### src/hw/tpcr_defines.vh
// constants for the test port and configuration restore block
// assumes a 250 MHz system clock; times are converted to cycles here
`ifndef TPCR_DEFINES_VH
`define TPCR_DEFINES_VH
// instruction codes, four bits
`define TPCR_IR_W 4
`define TPCR_IR_EXTEST 4'h0
`define TPCR_IR_SAMPLE 4'h1
`define TPCR_IR_IDCODE 4'h2
`define TPCR_IR_WRITE 4'h4
`define TPCR_IR_READ 4'h5
`define TPCR_IR_STORE 4'h6
`define TPCR_IR_RELOAD 4'h7
`define TPCR_IR_CLAMP 4'h8
`define TPCR_IR_HIGHZ 4'h9
`define TPCR_IR_BYPASS 4'hF
// programming path layout
`define TPCR_CFG_W 96
`define TPCR_PATH_W 112
`define TPCR_RSVD_W 16
`define TPCR_RSVD_VAL 16'h0000
`define TPCR_BSR_W 13
// timing: clock period and restore / store times
`define TPCR_CLK_NS 4
`define TPCR_RESTORE_US 3000
`define TPCR_RESTORE_CYC ((`TPCR_RESTORE_US * 1000) / `TPCR_CLK_NS)
`define TPCR_STORE_US 3000
`define TPCR_STORE_CYC ((`TPCR_STORE_US * 1000) / `TPCR_CLK_NS)
`define TPCR_CNT_W 24
`endif

### src/hw/tpcr_top.v
// test access port with configuration store, reload and power-up restore
// assumes tck, tms, tdi and power_down_n arrive asynchronously; all are
// synchronised and tck edges are found on clk_sys (tck far below clk_sys)
`timescale 1ns/1ps
`include "tpcr_defines.vh"
module tpcr_top #(
	parameter RESTORE_CYC = `TPCR_RESTORE_CYC,
	parameter STORE_CYC = `TPCR_STORE_CYC
) (
	// system
	input wire clk_sys,
	input wire rst,
	// test port pins
	input wire tck,
	input wire tms,
	input wire tdi,
	output reg tdo_ff,
	output reg tdo_oe_ff,
	// device pins
	input wire power_down_n,
	input wire [4:0] bank_output_enable_n,
	input wire output_stop_level_select,
	input wire min_freq_clk,
	input wire pll_locked_in,
	// nonvolatile memory image
	input wire [`TPCR_CFG_W-1:0] nvm_data,
	output reg [`TPCR_CFG_W-1:0] nvm_wdata_ff,
	output reg nvm_write_ff,
	// configuration and status
	output reg [`TPCR_CFG_W-1:0] config_ff,
	output reg restore_done_ff,
	output reg nvm_busy_ff,
	output reg relock_req_ff,
	output reg pll_lock_ff,
	output reg pll_min_freq_ff,
	output reg [`TPCR_IR_W-1:0] instr_ff,
	// clock outputs, with enables for high impedance
	output reg [9:0] bank_clock_outputs_ff,
	output reg bank_oe_ff,
	output reg [1:0] feedback_clock_output_ff,
	output reg fb_oe_ff
);
	// tap states
	localparam S_RESET = 4'h0, S_IDLE = 4'h1, S_SEL_DR = 4'h2, S_CAP_DR = 4'h3;
	localparam S_SH_DR = 4'h4, S_EX1_DR = 4'h5, S_PAU_DR = 4'h6, S_EX2_DR = 4'h7;
	localparam S_UPD_DR = 4'h8, S_SEL_IR = 4'h9, S_CAP_IR = 4'hA, S_SH_IR = 4'hB;
	localparam S_EX1_IR = 4'hC, S_PAU_IR = 4'hD, S_EX2_IR = 4'hE, S_UPD_IR = 4'hF;
	// memory engine states
	localparam M_POR = 2'h0, M_IDLE = 2'h1, M_LOAD = 2'h2, M_STORE = 2'h3;

	// next tap state for a given tms
	function [3:0] tap_next;
		input [3:0] s;
		input t;
		begin
			case (s)
				S_RESET: tap_next = t ? S_RESET : S_IDLE;
				S_IDLE: tap_next = t ? S_SEL_DR : S_IDLE;
				S_SEL_DR: tap_next = t ? S_SEL_IR : S_CAP_DR;
				S_CAP_DR: tap_next = t ? S_EX1_DR : S_SH_DR;
				S_SH_DR: tap_next = t ? S_EX1_DR : S_SH_DR;
				S_EX1_DR: tap_next = t ? S_UPD_DR : S_PAU_DR;
				S_PAU_DR: tap_next = t ? S_EX2_DR : S_PAU_DR;
				S_EX2_DR: tap_next = t ? S_UPD_DR : S_SH_DR;
				S_UPD_DR: tap_next = t ? S_SEL_DR : S_IDLE;
				S_SEL_IR: tap_next = t ? S_RESET : S_CAP_IR;
				S_CAP_IR: tap_next = t ? S_EX1_IR : S_SH_IR;
				S_SH_IR: tap_next = t ? S_EX1_IR : S_SH_IR;
				S_EX1_IR: tap_next = t ? S_UPD_IR : S_PAU_IR;
				S_PAU_IR: tap_next = t ? S_EX2_IR : S_PAU_IR;
				S_EX2_IR: tap_next = t ? S_UPD_IR : S_SH_IR;
				S_UPD_IR: tap_next = t ? S_SEL_DR : S_IDLE;
				default: tap_next = S_RESET;
			endcase
		end
	endfunction

	// true for the programming codes write, read, store, reload
	function is_prog;
		input [3:0] c;
		begin
			is_prog = (c[3:2] == 2'b01);
		end
	endfunction

	// pin synchronisers; first stages read only by second stages
	reg [3:0] sync1_ff;
	reg [3:0] sync2_ff;
	reg tck_prev_ff; // last synchronised tck, for edge finding
	reg mf1_ff; // min-frequency clock synchroniser
	reg mf2_ff;
	always @(posedge clk_sys or posedge rst)
	begin
		if (rst)
		begin
			sync1_ff <= 4'h0;
			sync2_ff <= 4'h0;
			tck_prev_ff <= 1'b0;
			mf1_ff <= 1'b0;
			mf2_ff <= 1'b0;
		end
		else
		begin
			sync1_ff <= {power_down_n, tdi, tms, tck};
			sync2_ff <= sync1_ff;
			tck_prev_ff <= sync2_ff[0];
			mf1_ff <= min_freq_clk;
			mf2_ff <= mf1_ff;
		end
	end
	wire tck_s = sync2_ff[0];
	wire tms_s = sync2_ff[1];
	wire tdi_s = sync2_ff[2];
	wire pd_n_s = sync2_ff[3];
	wire tck_rise = tck_s & ~tck_prev_ff;
	wire tck_fall = ~tck_s & tck_prev_ff;

	// tap registers
	reg [3:0] tap_ff; // controller state
	reg [3:0] ir_sh_ff; // instruction shift stage
	reg byp_ff; // one-bit bypass register
	reg [`TPCR_PATH_W-1:0] prog_sh_ff; // programming path
	reg [`TPCR_BSR_W-1:0] bsr_sh_ff; // boundary shift stage
	reg [`TPCR_BSR_W-1:0] bsr_upd_ff; // boundary update stage
	reg [1:0] mem_st_ff; // memory engine state
	reg [`TPCR_CNT_W-1:0] mem_cnt_ff; // memory operation timer
	reg load_pulse_ff; // config loaded this cycle
	reg write_pulse_ff; // write instruction update
	reg start_store_ff; // store request from tap
	reg start_load_ff; // reload request from tap

	// path selection by current instruction
	wire sel_prog = (instr_ff == `TPCR_IR_WRITE) || (instr_ff == `TPCR_IR_READ);
	wire sel_bsr = (instr_ff == `TPCR_IR_EXTEST) || (instr_ff == `TPCR_IR_SAMPLE);
	wire sh_dr = (tap_ff == S_SH_DR);
	wire sh_ir = (tap_ff == S_SH_IR);

	// tap controller, shifting on rising tck
	always @(posedge clk_sys or posedge rst)
	begin
		if (rst)
		begin
			tap_ff <= S_RESET;
			ir_sh_ff <= 4'h0;
			instr_ff <= `TPCR_IR_BYPASS;
			byp_ff <= 1'b0;
			prog_sh_ff <= {`TPCR_PATH_W{1'b0}};
			bsr_sh_ff <= {`TPCR_BSR_W{1'b0}};
			bsr_upd_ff <= {`TPCR_BSR_W{1'b0}};
			write_pulse_ff <= 1'b0;
			start_store_ff <= 1'b0;
			start_load_ff <= 1'b0;
		end
		else
		begin
			write_pulse_ff <= 1'b0;
			start_store_ff <= 1'b0;
			start_load_ff <= 1'b0;
			if (tck_rise)
			begin
				tap_ff <= tap_next(tap_ff, tms_s);
				case (tap_ff)
					S_RESET:
						instr_ff <= `TPCR_IR_BYPASS;
					S_CAP_IR:
						ir_sh_ff <= 4'h1;
					S_SH_IR:
						ir_sh_ff <= {tdi_s, ir_sh_ff[3:1]};
					S_UPD_IR:
					begin
						// programming code refused while memory busy
						if (is_prog(ir_sh_ff) && mem_st_ff != M_IDLE)
							instr_ff <= `TPCR_IR_BYPASS;
						else
							instr_ff <= ir_sh_ff;
						if (mem_st_ff == M_IDLE && ir_sh_ff == `TPCR_IR_STORE)
							start_store_ff <= 1'b1;
						if (mem_st_ff == M_IDLE && ir_sh_ff == `TPCR_IR_RELOAD)
							start_load_ff <= 1'b1;
					end
					S_CAP_DR:
					begin
						byp_ff <= 1'b0;
						if (sel_prog)
							prog_sh_ff <= {`TPCR_RSVD_VAL, config_ff};
						if (sel_bsr)
							bsr_sh_ff <= {bank_clock_outputs_ff, feedback_clock_output_ff,
								pll_lock_ff};
					end
					S_SH_DR:
					begin
						// clamp, highz and bypass all use the one-bit path
						byp_ff <= tdi_s;
						if (sel_prog)
							prog_sh_ff <= {tdi_s, prog_sh_ff[`TPCR_PATH_W-1:1]};
						if (sel_bsr)
							bsr_sh_ff <= {tdi_s, bsr_sh_ff[`TPCR_BSR_W-1:1]};
					end
					S_UPD_DR:
					begin
						if (instr_ff == `TPCR_IR_WRITE)
							write_pulse_ff <= 1'b1;
						if (sel_bsr)
							bsr_upd_ff <= bsr_sh_ff;
					end
					default:
						byp_ff <= byp_ff;
				endcase
			end
		end
	end

	// tdo changes on falling tck, driven only while shifting
	always @(posedge clk_sys or posedge rst)
	begin
		if (rst)
		begin
			tdo_ff <= 1'b0;
			tdo_oe_ff <= 1'b0;
		end
		else if (tck_fall)
		begin
			tdo_oe_ff <= sh_dr | sh_ir;
			if (sh_ir)
				tdo_ff <= ir_sh_ff[0];
			else if (sel_prog)
				tdo_ff <= prog_sh_ff[0];
			else if (sel_bsr)
				tdo_ff <= bsr_sh_ff[0];
			else
				tdo_ff <= byp_ff;
		end
	end

	// memory engine: power-up restore, reload and store
	always @(posedge clk_sys or posedge rst)
	begin
		if (rst)
		begin
			mem_st_ff <= M_POR;
			mem_cnt_ff <= {`TPCR_CNT_W{1'b0}};
			config_ff <= {`TPCR_CFG_W{1'b0}};
			restore_done_ff <= 1'b0;
			nvm_busy_ff <= 1'b1;
			nvm_wdata_ff <= {`TPCR_CFG_W{1'b0}};
			nvm_write_ff <= 1'b0;
			load_pulse_ff <= 1'b0;
		end
		else
		begin
			load_pulse_ff <= 1'b0;
			nvm_write_ff <= 1'b0;
			if (write_pulse_ff && mem_st_ff == M_IDLE)
			begin
				config_ff <= prog_sh_ff[`TPCR_CFG_W-1:0];
				load_pulse_ff <= 1'b1;
			end
			case (mem_st_ff)
				M_POR, M_LOAD:
				begin
					// timer holds while power is down; pll enable not looked at
					if (pd_n_s)
						mem_cnt_ff <= mem_cnt_ff + 1'b1;
					if (pd_n_s && mem_cnt_ff >= RESTORE_CYC[`TPCR_CNT_W-1:0] - 1'b1)
					begin
						config_ff <= nvm_data;
						load_pulse_ff <= 1'b1;
						restore_done_ff <= 1'b1;
						nvm_busy_ff <= 1'b0;
						mem_st_ff <= M_IDLE;
					end
				end
				M_STORE:
				begin
					mem_cnt_ff <= mem_cnt_ff + 1'b1;
					if (mem_cnt_ff >= STORE_CYC[`TPCR_CNT_W-1:0] - 1'b1)
					begin
						nvm_wdata_ff <= config_ff;
						nvm_write_ff <= 1'b1;
						nvm_busy_ff <= 1'b0;
						mem_st_ff <= M_IDLE;
					end
				end
				default:
				begin
					mem_cnt_ff <= {`TPCR_CNT_W{1'b0}};
					if (start_load_ff)
					begin
						nvm_busy_ff <= 1'b1;
						mem_st_ff <= M_LOAD;
					end
					else if (start_store_ff && pd_n_s)
					begin
						nvm_busy_ff <= 1'b1;
						mem_st_ff <= M_STORE;
					end
				end
			endcase
		end
	end

	// pll status: relock request and lock gated by restore
	always @(posedge clk_sys or posedge rst)
	begin
		if (rst)
		begin
			relock_req_ff <= 1'b0;
			pll_lock_ff <= 1'b0;
			pll_min_freq_ff <= 1'b1;
		end
		else
		begin
			relock_req_ff <= load_pulse_ff;
			pll_min_freq_ff <= ~restore_done_ff;
			pll_lock_ff <= restore_done_ff & pll_locked_in;
		end
	end

	// output stage: clamp, high impedance, pre-restore and normal
	// the pre-restore clock on enabled banks is the sampled minimum-frequency clock; feedback holds 01
	always @(posedge clk_sys or posedge rst)
	begin
		if (rst)
		begin
			bank_clock_outputs_ff <= 10'h000;
			bank_oe_ff <= 1'b0;
			feedback_clock_output_ff <= 2'h0;
			fb_oe_ff <= 1'b0;
		end
		else if (instr_ff == `TPCR_IR_HIGHZ)
		begin
			bank_oe_ff <= 1'b0;
			fb_oe_ff <= 1'b0;
		end
		else if (instr_ff == `TPCR_IR_CLAMP || instr_ff == `TPCR_IR_EXTEST)
		begin
			// outputs follow boundary update stage, not the shifting stage
			bank_clock_outputs_ff <= bsr_upd_ff[`TPCR_BSR_W-1:3];
			feedback_clock_output_ff <= bsr_upd_ff[2:1];
			bank_oe_ff <= 1'b1;
			fb_oe_ff <= 1'b1;
		end
		else
		begin
			// normal function, also under bypass
			bank_oe_ff <= 1'b1;
			fb_oe_ff <= 1'b1;
			feedback_clock_output_ff <= {~mf2_ff, mf2_ff};
			if (!restore_done_ff && !output_stop_level_select)
				feedback_clock_output_ff <= 2'b01;
			else if (!restore_done_ff)
				feedback_clock_output_ff <= 2'b01;
			bank_clock_outputs_ff <= 10'h000;
			begin : banks
				integer i;
				for (i = 0; i < 5; i = i + 1)
					if (!bank_output_enable_n[i])
						bank_clock_outputs_ff[2*i +: 2] <= {mf2_ff, mf2_ff};
					else if (output_stop_level_select)
						bank_clock_outputs_ff[2*i +: 2] <= 2'b11;
			end
		end
	end
endmodule

### config.mk
export PLATFORM = sky130hd
export DESIGN_NAME = tpcr_top
export DESIGN_NICKNAME = d
export VERILOG_FILES = /design/src/hw/tpcr_top.v
export VERILOG_INCLUDE_DIRS = /design/src /design/src/hw
export SDC_FILE = /design/constraint.sdc
export NUM_CORES = 1
export LEC_CHECK = 0
export BUFFER_PORTS_ARGS = -buffer_cell sky130_fd_sc_hd__buf_4
export CAP_MARGIN = 20
export CORE_ASPECT_RATIO = 1.1
export CORE_MARGIN = 1.5
export CORE_UTILIZATION = 56
export CTS_CLUSTER_SIZE = 30
export DETAILED_ROUTE_END_ITERATION = 6
export PLACE_DENSITY = 0.8
export SLEW_MARGIN = 15
export SYNTH_ARGS = -nofsm -noshare
export SYNTH_HDL_FRONTEND = slang
export SYNTH_SLANG_ARGS = --single-unit
### constraint.sdc
create_clock -name clk_sys -period 16.7 [get_ports clk_sys]
set_input_delay 2.505 -clock clk_sys [delete_from_list [all_inputs] [get_ports clk_sys]]
set_output_delay 2.505 -clock clk_sys [all_outputs]
set_load 0.1 [all_outputs]
* Yosys cells after proc, flatten, opt, wreduce, memory -nomap -nowiden
Cells that the tools add are included.
** Word-level totals
- Register bits :: 405
- Output and inout port bits :: 218
- Logic and storage cells :: 173
** Cells by class
- Add/sub/neg operators :: 1
- Magnitude comparators :: 1
- Eq/ne operators :: 34
- Muxes and demuxes :: 66
- Bitwise operators :: 8
- Reduce and logical (&&, ||, !) cells :: 32
** Operators by type and width (count)
- $mux 96 :: 3
- $mux 112 :: 2
- $pmux 112 s2 :: 1
- $pmux 24 s2 :: 1
- $pmux 4 s12 :: 1
- $eq 4x4->1 const B :: 10
- $eq 4x3->1 const B :: 8
- $mux 2 :: 16
- $mux 13 :: 2
- $pmux 13 s2 :: 1
- $mux 1 :: 25
- $add 24x1->24 const B :: 1
- $ge 24x20->1 const B :: 1
- $mux 24 :: 1
- $mux 4 :: 5
- $pmux 4 s2 :: 2
- $ne 2x2->1 const B :: 7
- $mux 10 :: 1
- $reduce_and 2->1 :: 5
- $eq 4x1->1 const B :: 2
- $eq 4x2->1 const B :: 2
- $logic_not 4->1 :: 2
- $reduce_and 4->1 :: 2
- $logic_and 1x1->1 :: 7
- other kinds (17) :: 34

* Depth between registers and ports, before layout
Gate-level depths: netlist of run 1.
- Depth after elaboration :: 5
- Gate-level depth with buffers :: 9
- Mapped depth without buffers :: 6

* Worst setup path before layout of run 1
No wires, ideal clock.
- Path kind :: register to output
- Start point :: register fb_oe_ff
- End point :: output port fb_oe_ff
- Arrival :: 1.324 ns
- Path slack :: 12.871 ns
- Cell stages (with the launch flop) :: 2
- Buffers on the path :: 1
- Cell sequence :: dfrtp_1 buf_4
** RTL lines
- start, declared :: line tpcr_top.v:41 : output reg fb_oe_ff
- start signal, assigned :: line tpcr_top.v:328 : fb_oe_ff <= 1'b0;
- start signal, assigned :: line tpcr_top.v:333 : fb_oe_ff <= 1'b0;
- start signal, assigned :: line tpcr_top.v:341 : fb_oe_ff <= 1'b1;
No word-level cell between the ends.

* Worst setup path in the final report of run 1
- Start point :: register instr_ff[2]
- End point :: output port instr_ff[2]
** RTL lines
- start, declared :: line tpcr_top.v:36 : output reg [`TPCR_IR_W-1:0] instr_ff,
- start signal, assigned :: line tpcr_top.v:145 : instr_ff <= `TPCR_IR_BYPASS;
- start signal, assigned :: line tpcr_top.v:164 : instr_ff <= `TPCR_IR_BYPASS;
- start signal, assigned :: line tpcr_top.v:173 : instr_ff <= `TPCR_IR_BYPASS;
No word-level cell between the ends.

==> results.tsv, run 1 <==
stage	metric	value	unit
placed_design	dpl cell area	20200	um2
route	DR vias	13000	
setup_path	Top delay family on crit path	flip-flops	
clock_network	CTS tree	done	
setup_path	critical path type	reg2out	
floorplanning	Core Area	30700	um2
floorplanning	# rows	67	
finish	P&R area growth vs syn	24.1	%
clock_network	Hold Buf Count CTS	0	
clock_network	H-Tree Depth	2	
pwr	peak supply drop	0.105	mV
placed_design	Post-DP HPWL	27000	um
synth	Synth Net Count	1669	
sta	final max-slew violation count	0	
clock_network	clk buf depth	3	
route	met1 wire length	17900	um
synth	post-synthesis sequential area ratio	57.4	%
placed_design	PortBufs	327	
route	antenna-violating nets left	0	
grt	GRT Util Overall	26.3	%
synth	mapped cell area	17600	um2
setup_path	endpoint class of the critical path	output port	
floorplanning	die area	32500	um2
grt	largest net degree at the start of global routing	192	
route	DR iter-0 viols	905	
pwr	Leak	10.6	nW
grt	first-pass GRT wire length	68600	um
floorplanning	die width	172	um
clock_network	later-pin clock latency in the skew report	0.54	ns
clock_network	cts bufs inserted	42	
finish	most frequent cells in the layout	dfrtp_1 (398), buf_4 (338), o21ai_0 (247)	
setup_path	Startpoint Class	register	
finish	Multi-input gate area	7000	um2
synth	number of synthesized flops with an enable pin	0	
grt	initial antenna violation count	1	
setup_path	CP peak stage delay	0.63	ns
finish	most common cell after layout, fill and taps aside	dfrtp_1	
finish	Layout Cells excl Fill	2276	
route	DRC	0	
grt	grt ovf	0	
setup_path	FF-to-FF setup slack	13.38	ns
setup_path	critical path arrival	1.49	ns
setup_path	worst-path fanout max	8	
floorplanning	Die Y	189	um
synth	Synth area leaders	dfrtp_1 (57%), mux2i_1 (12%), o21ai_0 (7.0%)	
outcome	status	finished, final reports clean	
synth	flops & latches, synth	404	
route	met3 routed WL	2610	um
sta	Setup WS post-layout	12.71	ns
finish	layout cells sized above 1	29.1	%
grt	number of global-route vias before repair	13000	
finish	Reg area	10100	um2
setup_path	critical path's slowest cell	dfstp_2	
route	DRT Pass-1 Iters	5	
synth	share of Yosys cell area claimed by the top area cell type	56.5	%
sta	final hold vios	0	
setup_path	CP bufs+invs	1	
setup_path	critical-path cell list	buf_4	
sta	final worst path period share	23.9	%
sta	Slew headroom	31.7	%
clock_network	Worst-path clk slew	0.06	ns
sta	Max Freq	251	MHz
floorplanning	Initial Util	57.4	%
clock_network	PostCTS Resize Cnt	0	
clock_network	Sinks on Clock Net	404	
synth	area leader, netlist	dfrtp_1	
route	Vias/cell	5.69	
placed_design	placed insts	2195	
synth	main flop type after synthesis	dfrtp_1	
placed_design	Placer Congestion	0.805	
synth	yosys warns	0	
flow_run	MaxCap Viol Count	0	
hold_path	Hold Path Class	reg2reg	
route	DR top layer	met4	
synth	Syn Area/Cell	11.3	um2
finish	Fill cells	2182	
pwr	Pwr Density	125	nW/um2
synth	asr flop ratio synth	100	%
finish	fin nets	1939	
sta	worst-margin pin slew	1.01	ns
sta	worst hold slack	0.344	ns
sta	final clock skew	0.0248	ns
route	wire length per cell	18.8	um
floorplanning	I/O Pins	328	
setup_path	critical path required time	14.20	ns
route	Detailed Route WL	42800	um
synth	synth unique cells	52	
synth	Mapped Cells	1558	
finish	final instance area	21900	um2
sta	Period minus WS final	3.99	ns
route	WL met2	21100	um
sta	final setup vio count	0	
placed_design	Setup Slack @ Placement	12.35	ns
clock_network	CTS root buffer	clkbuf_16	
sta	unrepaired setup endpoints after global routing	false	
sta	Post-Route Setup TNS	0	ns
clock_network	number of setup buffers added after CTS	0	
==> registers in the layout, indices dropped and copies added (netlist names), 2 cells and up <==
register and cells:
bsr_upd_ff 12, sync1_ff 4, instr_ff 4, feedback_clock_output_ff 2, tap_ff 4, mem_cnt_ff 24, nvm_wdata_ff 96, mem_st_ff 2
sync2_ff 4, prog_sh_ff 112, config_ff 96, ir_sh_ff 4, bank_clock_outputs_ff 10, bsr_sh_ff 13
==> synth_stat cells (13+ instances only) <==
cell	n
clkbuf_1	69
xor2_1	15
mux2_4	29
dfrtp_1	398
buf_2	17
buf_1	22
nand2_1	184
mux2_2	81
inv_1	13
a21oi_1	17
nor2_1	39
o21ai_0	247
mux2i_1	212
nand3_1	112
==> area by class of cell <==
type	count	area share [%]
Inverter	13	0.258
Tap cell	414	2.37
Antenna cell	1	0.0115
Multi-Input combinational cell	1025	32.0
Clock inverter	14	0.933
Clock buffer	63	6.06
Timing Repair Buffer	342	12.0
Sequential cell	404	46.3
==> logic make-up (layout without fill, tap and decap cells) <==
group                      after synthesis  after routing  share of synthesized area (%)
muxes                                  322            322                           19.7
AOI/OAI and AO/OA                      297            297                           8.90
buffers and inverters                  129            432                           3.15
xor gates and xnor gates                19             19                          0.945
and+or+nand+nor                        386            386                           9.80
other                                    0              1                              0
adders and majority gates                1              1                         0.0710
DFF                                    404            404                           57.4
==> per-layer routing <==
layer / global-route usage (%) / vias up
met5: 0 / -
met1: 34.4 / 6433
met3: 4.70 / 82
li1: - / 6021
met2: 44.5 / 415
met4: 8.39 / 0
==> final timing paths <==
kind,start,endpoint,depth (start not counted)
setup / recovery,instr_ff[2],instr_ff[2],1
min in group asynchronous,rst,prog_sh_ff[24],2
setup reg to reg,mem_cnt_ff[10],nvm_wdata_ff[19],6
max in group asynchronous,rst,nvm_wdata_ff[85],3
hold / removal,sync1_ff[0],sync2_ff[0],0
hold reg to reg,sync1_ff[0],sync2_ff[0],0
==> metrics by stage <==
stage          power (mW)  util, %
6_report             2.73     71.2
2_1_floorplan        1.61        -
4_1_cts              2.75     71.0
5_1_grt              2.86     71.2
3_5_place_dp         1.74     66.0
3_3_place_gp         1.72     66.0
==> power by group <==
group,switching (mW),internal [mW],total (mW)
clock network,0.379,0.626,1.01
registers,0.121,1.10,1.22
logic,0.309,0.200,0.510
No activity file was read; power rests on OpenSTA's default activity.
==> inputs of run 2 (changes only) <==
Settings changed: CORE_UTILIZATION 56 to 50, PLACE_DENSITY 0.8 to 0.76.
Clock period 16.7 ns to 3.3 ns, I/O delays scaled along.
==> run 2 against run 1 <==
Net effect:
- global-route usage is 2.7 points lower
- routed wire length is 0.70% higher
- clock skew is 0.0031 ns lower
- first-iteration DRC count is 10% lower
- critical path depth is 5 higher
- final area is 0.51% higher
- worst setup slack worse by 12 ns
- combinational power grew to 5.2 times the previous value
- clock power grew to 4.7 times the previous value
- clock-buffer cell count is 1 lower
- largest cell class unchanged
==> results.tsv, run 2 (synthesized netlist as in run 1, its figures left out) <==
stage	metric	value	unit	change
outcome	status	finished, final reports clean		unchanged
finish	Layout Cells excl Fill	2312		was 2,276
floorplanning	I/O Pins	328		unchanged
grt	GRT Util Overall	23.6	%	was 26.3%
sta	final hold vios	0		unchanged
setup_path	critical path required time	3.67	ns	was 14.20 ns
finish	Multi-input gate area	7000	um2	unchanged
route	DRT Pass-1 Iters	6		was 5
floorplanning	# rows	71		was 67
route	DR vias	13100		was 13,000
finish	fin nets	1953		was 1,939
grt	number of global-route vias before repair	13000		about the same
floorplanning	Core Area	34500	um2	was 30,700 um2
setup_path	critical path arrival	3.15	ns	was 1.49 ns
setup_path	CP bufs+invs	1		unchanged
setup_path	endpoint class of the critical path	register		was output port
placed_design	Placer Congestion	0.840		was 0.805
hold_path	Hold Path Class	in2reg		was reg2reg
pwr	Leak	10.7	nW	was 10.6 nW
clock_network	Worst-path clk slew	0.06	ns	about the same
flow_run	MaxCap Viol Count	0		unchanged
sta	unrepaired setup endpoints after global routing	false		unchanged
sta	final max-slew violation count	0		unchanged
finish	max reg flops	112		unchanged
placed_design	Post-DP HPWL	28100	um	was 27,000 um
sta	Slew headroom	30.0	%	was 31.7%
clock_network	number of setup buffers added after CTS	0		unchanged
placed_design	placed insts	2234		was 2,195
sta	Max Freq	360	MHz	
floorplanning	Die Y	200	um	was 189 um
route	DRC	0		unchanged
finish	Final Core Density	63.7	%	was 71.2%
route	wire length per cell	18.7	um	was 18.8 um
route	Vias/cell	5.65		was 5.69
clock_network	Sinks on Clock Net	404		unchanged
grt	grt ovf	0		unchanged
pwr	peak supply drop	0.550	mV	was 0.105 mV
finish	layout cells sized above 1	29.3	%	was 29.1%
grt	grt met1 use	31.3	%	was 34.4%
sta	final setup vio count	0		unchanged
clock_network	cts bufs inserted	42		unchanged
setup_path	worst-path fanout max	224		was 8
floorplanning	die width	182	um	was 172 um
finish	final instance area	22000	um2	was 21,900 um2
placed_design	PortBufs	327		unchanged
sta	final worst path period share	84.3	%	
pwr	total power	13.6	mW	was 2.73 mW
finish	Fill cells	2679		was 2,182
clock_network	H-Tree Depth	2		unchanged
grt	initial antenna violation count	0		was 1
route	antenna-violating nets left	0		unchanged
clock_network	later-pin clock latency in the skew report	0.54	ns	about the same
finish	Reg area	10100	um2	unchanged
sta	worst-margin pin slew	1.04	ns	was 1.01 ns
placed_design	dpl cell area	20500	um2	was 20,200 um2
setup_path	Startpoint Class	register		unchanged
route	Detailed Route WL	43100	um	was 42,800 um
grt	first-pass GRT wire length	68900	um	was 68,600 um
floorplanning	Initial Util	51.1	%	was 57.4%
sta	Period minus WS final	2.78	ns	
clock_network	clk buf depth	3		unchanged
setup_path	critical path type	reg2reg		was reg2out
setup_path	critical path's slowest cell	dfrtp_1		was dfstp_2
finish	most common cell after layout, fill and taps aside	dfrtp_1		unchanged
grt	met3 Resource Use GR	4.15	%	was 4.70%
finish	biggest regs	prog_sh_ff x112, config_ff x96, nvm_wdata_ff x96		unchanged
floorplanning	die area	36400	um2	was 32,500 um2
finish	most flop-heavy register	prog_sh_ff		unchanged
setup_path	Top delay family on crit path	simple AND/OR/NAND/NOR gates		was flip-flops
grt	met2 global-route usage	39.9	%	was 44.5%
clock_network	CTS root buffer	clkbuf_16		unchanged
grt	Top Usage Layer GRT	met2		unchanged
setup_path	critical-path cell list	or3b_1 -> a211oi_1 -> nand3_4 -> buf_12 -> nand2_1 -> o21ai_0		was buf_4
grt	largest net degree at the start of global routing	225		was 192
pwr	Pwr Density	618	nW/um2	was 125 nW/um2
setup_path	CP peak stage delay	0.63	ns	about the same
sta	final clock skew	0.0217	ns	was 0.0248 ns
finish	most frequent cells in the layout	dfrtp_1 (398), buf_4 (341), o21ai_0 (247)		was dfrtp_1 (398), buf_4 (338), o21ai_0 (247)
clock_network	CTS tree	done		unchanged
finish	P&R area growth vs syn	24.7	%	was 24.1%
route	DR iter-0 viols	814		was 905
sta	worst hold slack	0.0678	ns	was 0.344 ns
[run 2: area by class of cell]
cell class | instances | area share (%)
diodes | 1 | 0.0114
clock buffers | 62 | 5.68
clock inverters | 13 | 0.672
inverters | 13 | 0.239
multi-input cells | 1025 | 31.9
flip-flops and latches | 404 | 46.1
well taps | 438 | 2.50
repair buffers | 356 | 13.0
[run 2: per-layer routing]
| metal | part of all wire [%] | up-vias |
|---|---|---|
| met2 | 49 | 417 |
| met4 | 2.4 | 0 |
| met1 | 43 | 6523 |
| met3 | 5.7 | 74 |
| met5 | 0 | - |
| li1 | - | 6049 |
[run 2: timing repair]
| item | 4_1_cts | 5_1_grt |
|---|---|---|
| endpoints found under the hold margin | 18 | 0 |
| hold buffers | 1 | 0 |
| resized for setup | 0 | 0 |
| endpoints found under the setup margin | 0 | 0 |
[run 2: report_power, final]
part / total (mW) / switching [mW] / internal (mW) / leakage, nW
Sequential: 6.17 / 0.620 / 5.55 / 5.03
Combinational: 2.64 / 1.59 / 1.06 / 4.93
Clock: 4.75 / 1.90 / 2.85 / 0.695
[run 2: path summary, 6_finish.rpt]
check / from / endpoint / slack (ns) / cells past startpoint
min in group asynchronous: rst / nvm_wdata_ff[26] / 0.55 / 3
worst max-delay path: tap_ff[0] / prog_sh_ff[40] / 0.52 / 6
worst max register to register: tap_ff[0] / prog_sh_ff[40] / 0.52 / 6
max in group asynchronous: rst / tap_ff[0] / 1.67 / 4
worst min-delay path: min_freq_clk / mf1_ff / 0.07 / 1
worst min register to register: sync1_ff[2] / sync2_ff[2] / 0.34 / 0
[run 2: worst reg2reg max path, delay by kind of cell (launching register included)]
kind            cells  cell delay [ns]
simple gates        3             1.14
flops               1             0.63
compound gates      2             0.63
buf+inv             1             0.22
[run 2: through the flow]
stage	setup TNS [ns]	worst slack [ns]
final	0	0.519
after CTS	0	0.747
after global placement	0	0.793
after global routing	0	0.462
after detailed placement	0	0.772
after floorplan	-1054.27	-2.63
==> inputs of run 3 (changes only) <==
Settings changed: CORE_UTILIZATION 50 to 56, PLACE_DENSITY 0.76 to 0.8.
Clock period 3.3 ns to 2.8 ns, I/O delays scaled along.
==> run 3 against run 2 <==
Net effect:
- first-iteration DRC count rose by 2.9%
- sequential share of layout area fell by 0.28 points
- largest cell class unchanged
- register-to-register slack got worse by 0.30 ns
- flip-flop and latch count did not move
==> results.tsv, run 3 (synthesized netlist as in run 1, its figures left out) <==
stage	metric	value	unit	change
route	wire length per cell	18.8	um	was 18.7 um
clock_network	later-pin clock latency in the skew report	0.53	ns	was 0.54 ns
finish	fin nets	1968		was 1,953
clock_network	number of setup buffers added after CTS	0		unchanged
clock_network	CTS tree	done		unchanged
setup_path	reg2reg start	tap_ff[2]		was tap_ff[0]
route	Vias/cell	5.73		was 5.65
sta	unrepaired setup endpoints after global routing	false		unchanged
finish	max reg flops	112		unchanged
finish	P&R area growth vs syn	25.4	%	was 24.7%
floorplanning	I/O Pins	328		unchanged
setup_path	worst-path fanout max	175		was 224
flow_run	MaxCap Viol Count	0		unchanged
sta	final clock skew	0.0150	ns	was 0.0217 ns
grt	number of global-route vias before repair	13400		was 13,000
clock_network	Worst-path clk slew	0.06	ns	about the same
placed_design	Placer Congestion	0.808		was 0.840
floorplanning	die width	172	um	was 182 um
clock_network	clk buf depth	3		unchanged
route	antenna-violating nets left	0		unchanged
setup_path	endpoint class of the critical path	register		unchanged
clock_network	Sinks on Clock Net	404		unchanged
outcome	status	finished, final reports clean		unchanged
route	DR vias	13200		was 13,100
pwr	Leak	10.7	nW	about the same
setup_path	critical path arrival	2.96	ns	was 3.15 ns
route	DRT Pass-1 Iters	5		was 6
finish	final instance area	22100	um2	was 22,000 um2
route	Detailed Route WL	43300	um	was 43,100 um
sta	worst-margin pin slew	0.876	ns	was 1.04 ns
pwr	peak supply drop	0.484	mV	was 0.550 mV
sta	final max-slew violation count	0		unchanged
finish	biggest regs	prog_sh_ff x112, config_ff x96, nvm_wdata_ff x96		unchanged
sta	Max Freq	387	MHz	was 360 MHz
sta	final hold vios	0		unchanged
setup_path	cell count of the worst reg-to-reg path	6		unchanged
grt	first-pass GRT wire length	69900	um	was 68,900 um
finish	most flop-heavy register	prog_sh_ff		unchanged
floorplanning	Core Area	30700	um2	was 34,500 um2
floorplanning	Die Y	189	um	was 200 um
setup_path	critical path type	reg2reg		unchanged
sta	final setup vio count	0		unchanged
route	DR iter-0 viols	838		was 814
sta	final worst path period share	92.3	%	was 84.3%
sta	Period minus WS final	2.59	ns	was 2.78 ns
clock_network	H-Tree Depth	2		unchanged
floorplanning	Initial Util	57.4	%	was 51.1%
grt	largest net degree at the start of global routing	176		was 225
grt	GRT Util Overall	26.9	%	was 23.6%
pwr	total power	16.1	mW	was 13.6 mW
placed_design	PortBufs	327		unchanged
hold_path	Hold Path Class	in2async		was in2reg
setup_path	critical path required time	3.17	ns	was 3.67 ns
grt	grt ovf	0		unchanged
finish	Diodes inserted	0		was 1
floorplanning	# rows	67		was 71
finish	most frequent cells in the layout	dfrtp_1 (398), buf_4 (349), o21ai_0 (247)		was dfrtp_1 (398), buf_4 (341), o21ai_0 (247)
route	DRC	0		unchanged
pwr	Pwr Density	728	nW/um2	was 618 nW/um2
setup_path	Critical R2R Capture	prog_sh_ff[47]		was prog_sh_ff[40]
grt	initial antenna violation count	0		unchanged
finish	layout cells sized above 1	29.6	%	was 29.3%
placed_design	dpl cell area	20600	um2	was 20,500 um2
finish	most common cell after layout, fill and taps aside	dfrtp_1		unchanged
clock_network	CTS root buffer	clkbuf_16		unchanged
sta	Slew headroom	41.5	%	was 30.0%
setup_path	FF-to-FF setup slack	0.21	ns	was 0.52 ns
setup_path	Startpoint Class	register		unchanged
placed_design	Post-DP HPWL	28700	um	was 28,100 um
clock_network	cts bufs inserted	42		unchanged
floorplanning	die area	32500	um2	was 36,400 um2
finish	Final Core Density	72.0	%	was 63.7%
==> run 3: area by class of cell <==
class,count,area (um2)
Sequential cell,404,10100
Inverter,13,52.6
Clock inverter,10,133
Tap cell,414,518
Multi-Input combinational cell,1025,7000
Clock buffer,64,1270
Fill cell,2159,8590
Timing Repair Buffer,371,3000
==> run 3: power by group <==
group	switching (mW)	internal, mW
logic	1.92	1.29
clock network	2.22	3.41
registers	0.683	6.55
total	4.83	11.3
==> run 3: metal layers <==
| layer | global-route usage [%] | vias to the layer above | part of all wire [%] |
|---|---|---|---|
| li1 | - | 6064 | - |
| met1 | 34.8 | 6634 | 42 |
| met2 | 45.5 | 417 | 49 |
| met3 | 5.08 | 79 | 6.3 |
| met4 | 8.33 | 0 | 2.7 |
| met5 | 0 | - | 0 |
==> run 3: how the worst max path moves through the flow <==
stage / end / startpoint
after floorplan: bank_clock_outputs_ff[0] / rst
after global placement: config_ff[83] / mem_cnt_ff[18]
after detailed placement: config_ff[35] / mem_cnt_ff[18]
after CTS: config_ff[35] / mem_cnt_ff[18]
after global routing: nvm_wdata_ff[81] / mem_cnt_ff[18]
final: prog_sh_ff[47] / tap_ff[2]
==> run 3: per-stage QoR <==
stage	std cells	TNS (ns)	hold WS, ns	worst slack, ns
6_report	2301	0	0.0835	0.215
5_1_grt	2301	0	0.100	0.101
4_1_cts	2301	0	0.0789	0.0493
3_5_place_dp	2222	0	0.338	0.0802
3_3_place_gp	2222	0	0.333	0.160
2_1_floorplan	1558	-1225.97	0.331	-3.06
==> run 3: what timing repair did <==
action | 4_1_cts | 5_1_grt
hold buffers | 5 | 0
endpoints found under the setup margin | 0 | 80
hold endpoints to repair | 5 | 0
gates resized for setup | 0 | 2
==> run 3: critical path: stages, from the launching register on <==
cell	delay, ns
dfrtp_1	0.65
or3b_1	0.39
a211oi_1	0.56
nand3_4	0.14
buf_12	0.24
nand2_1	0.18
o21ai_0	0.11
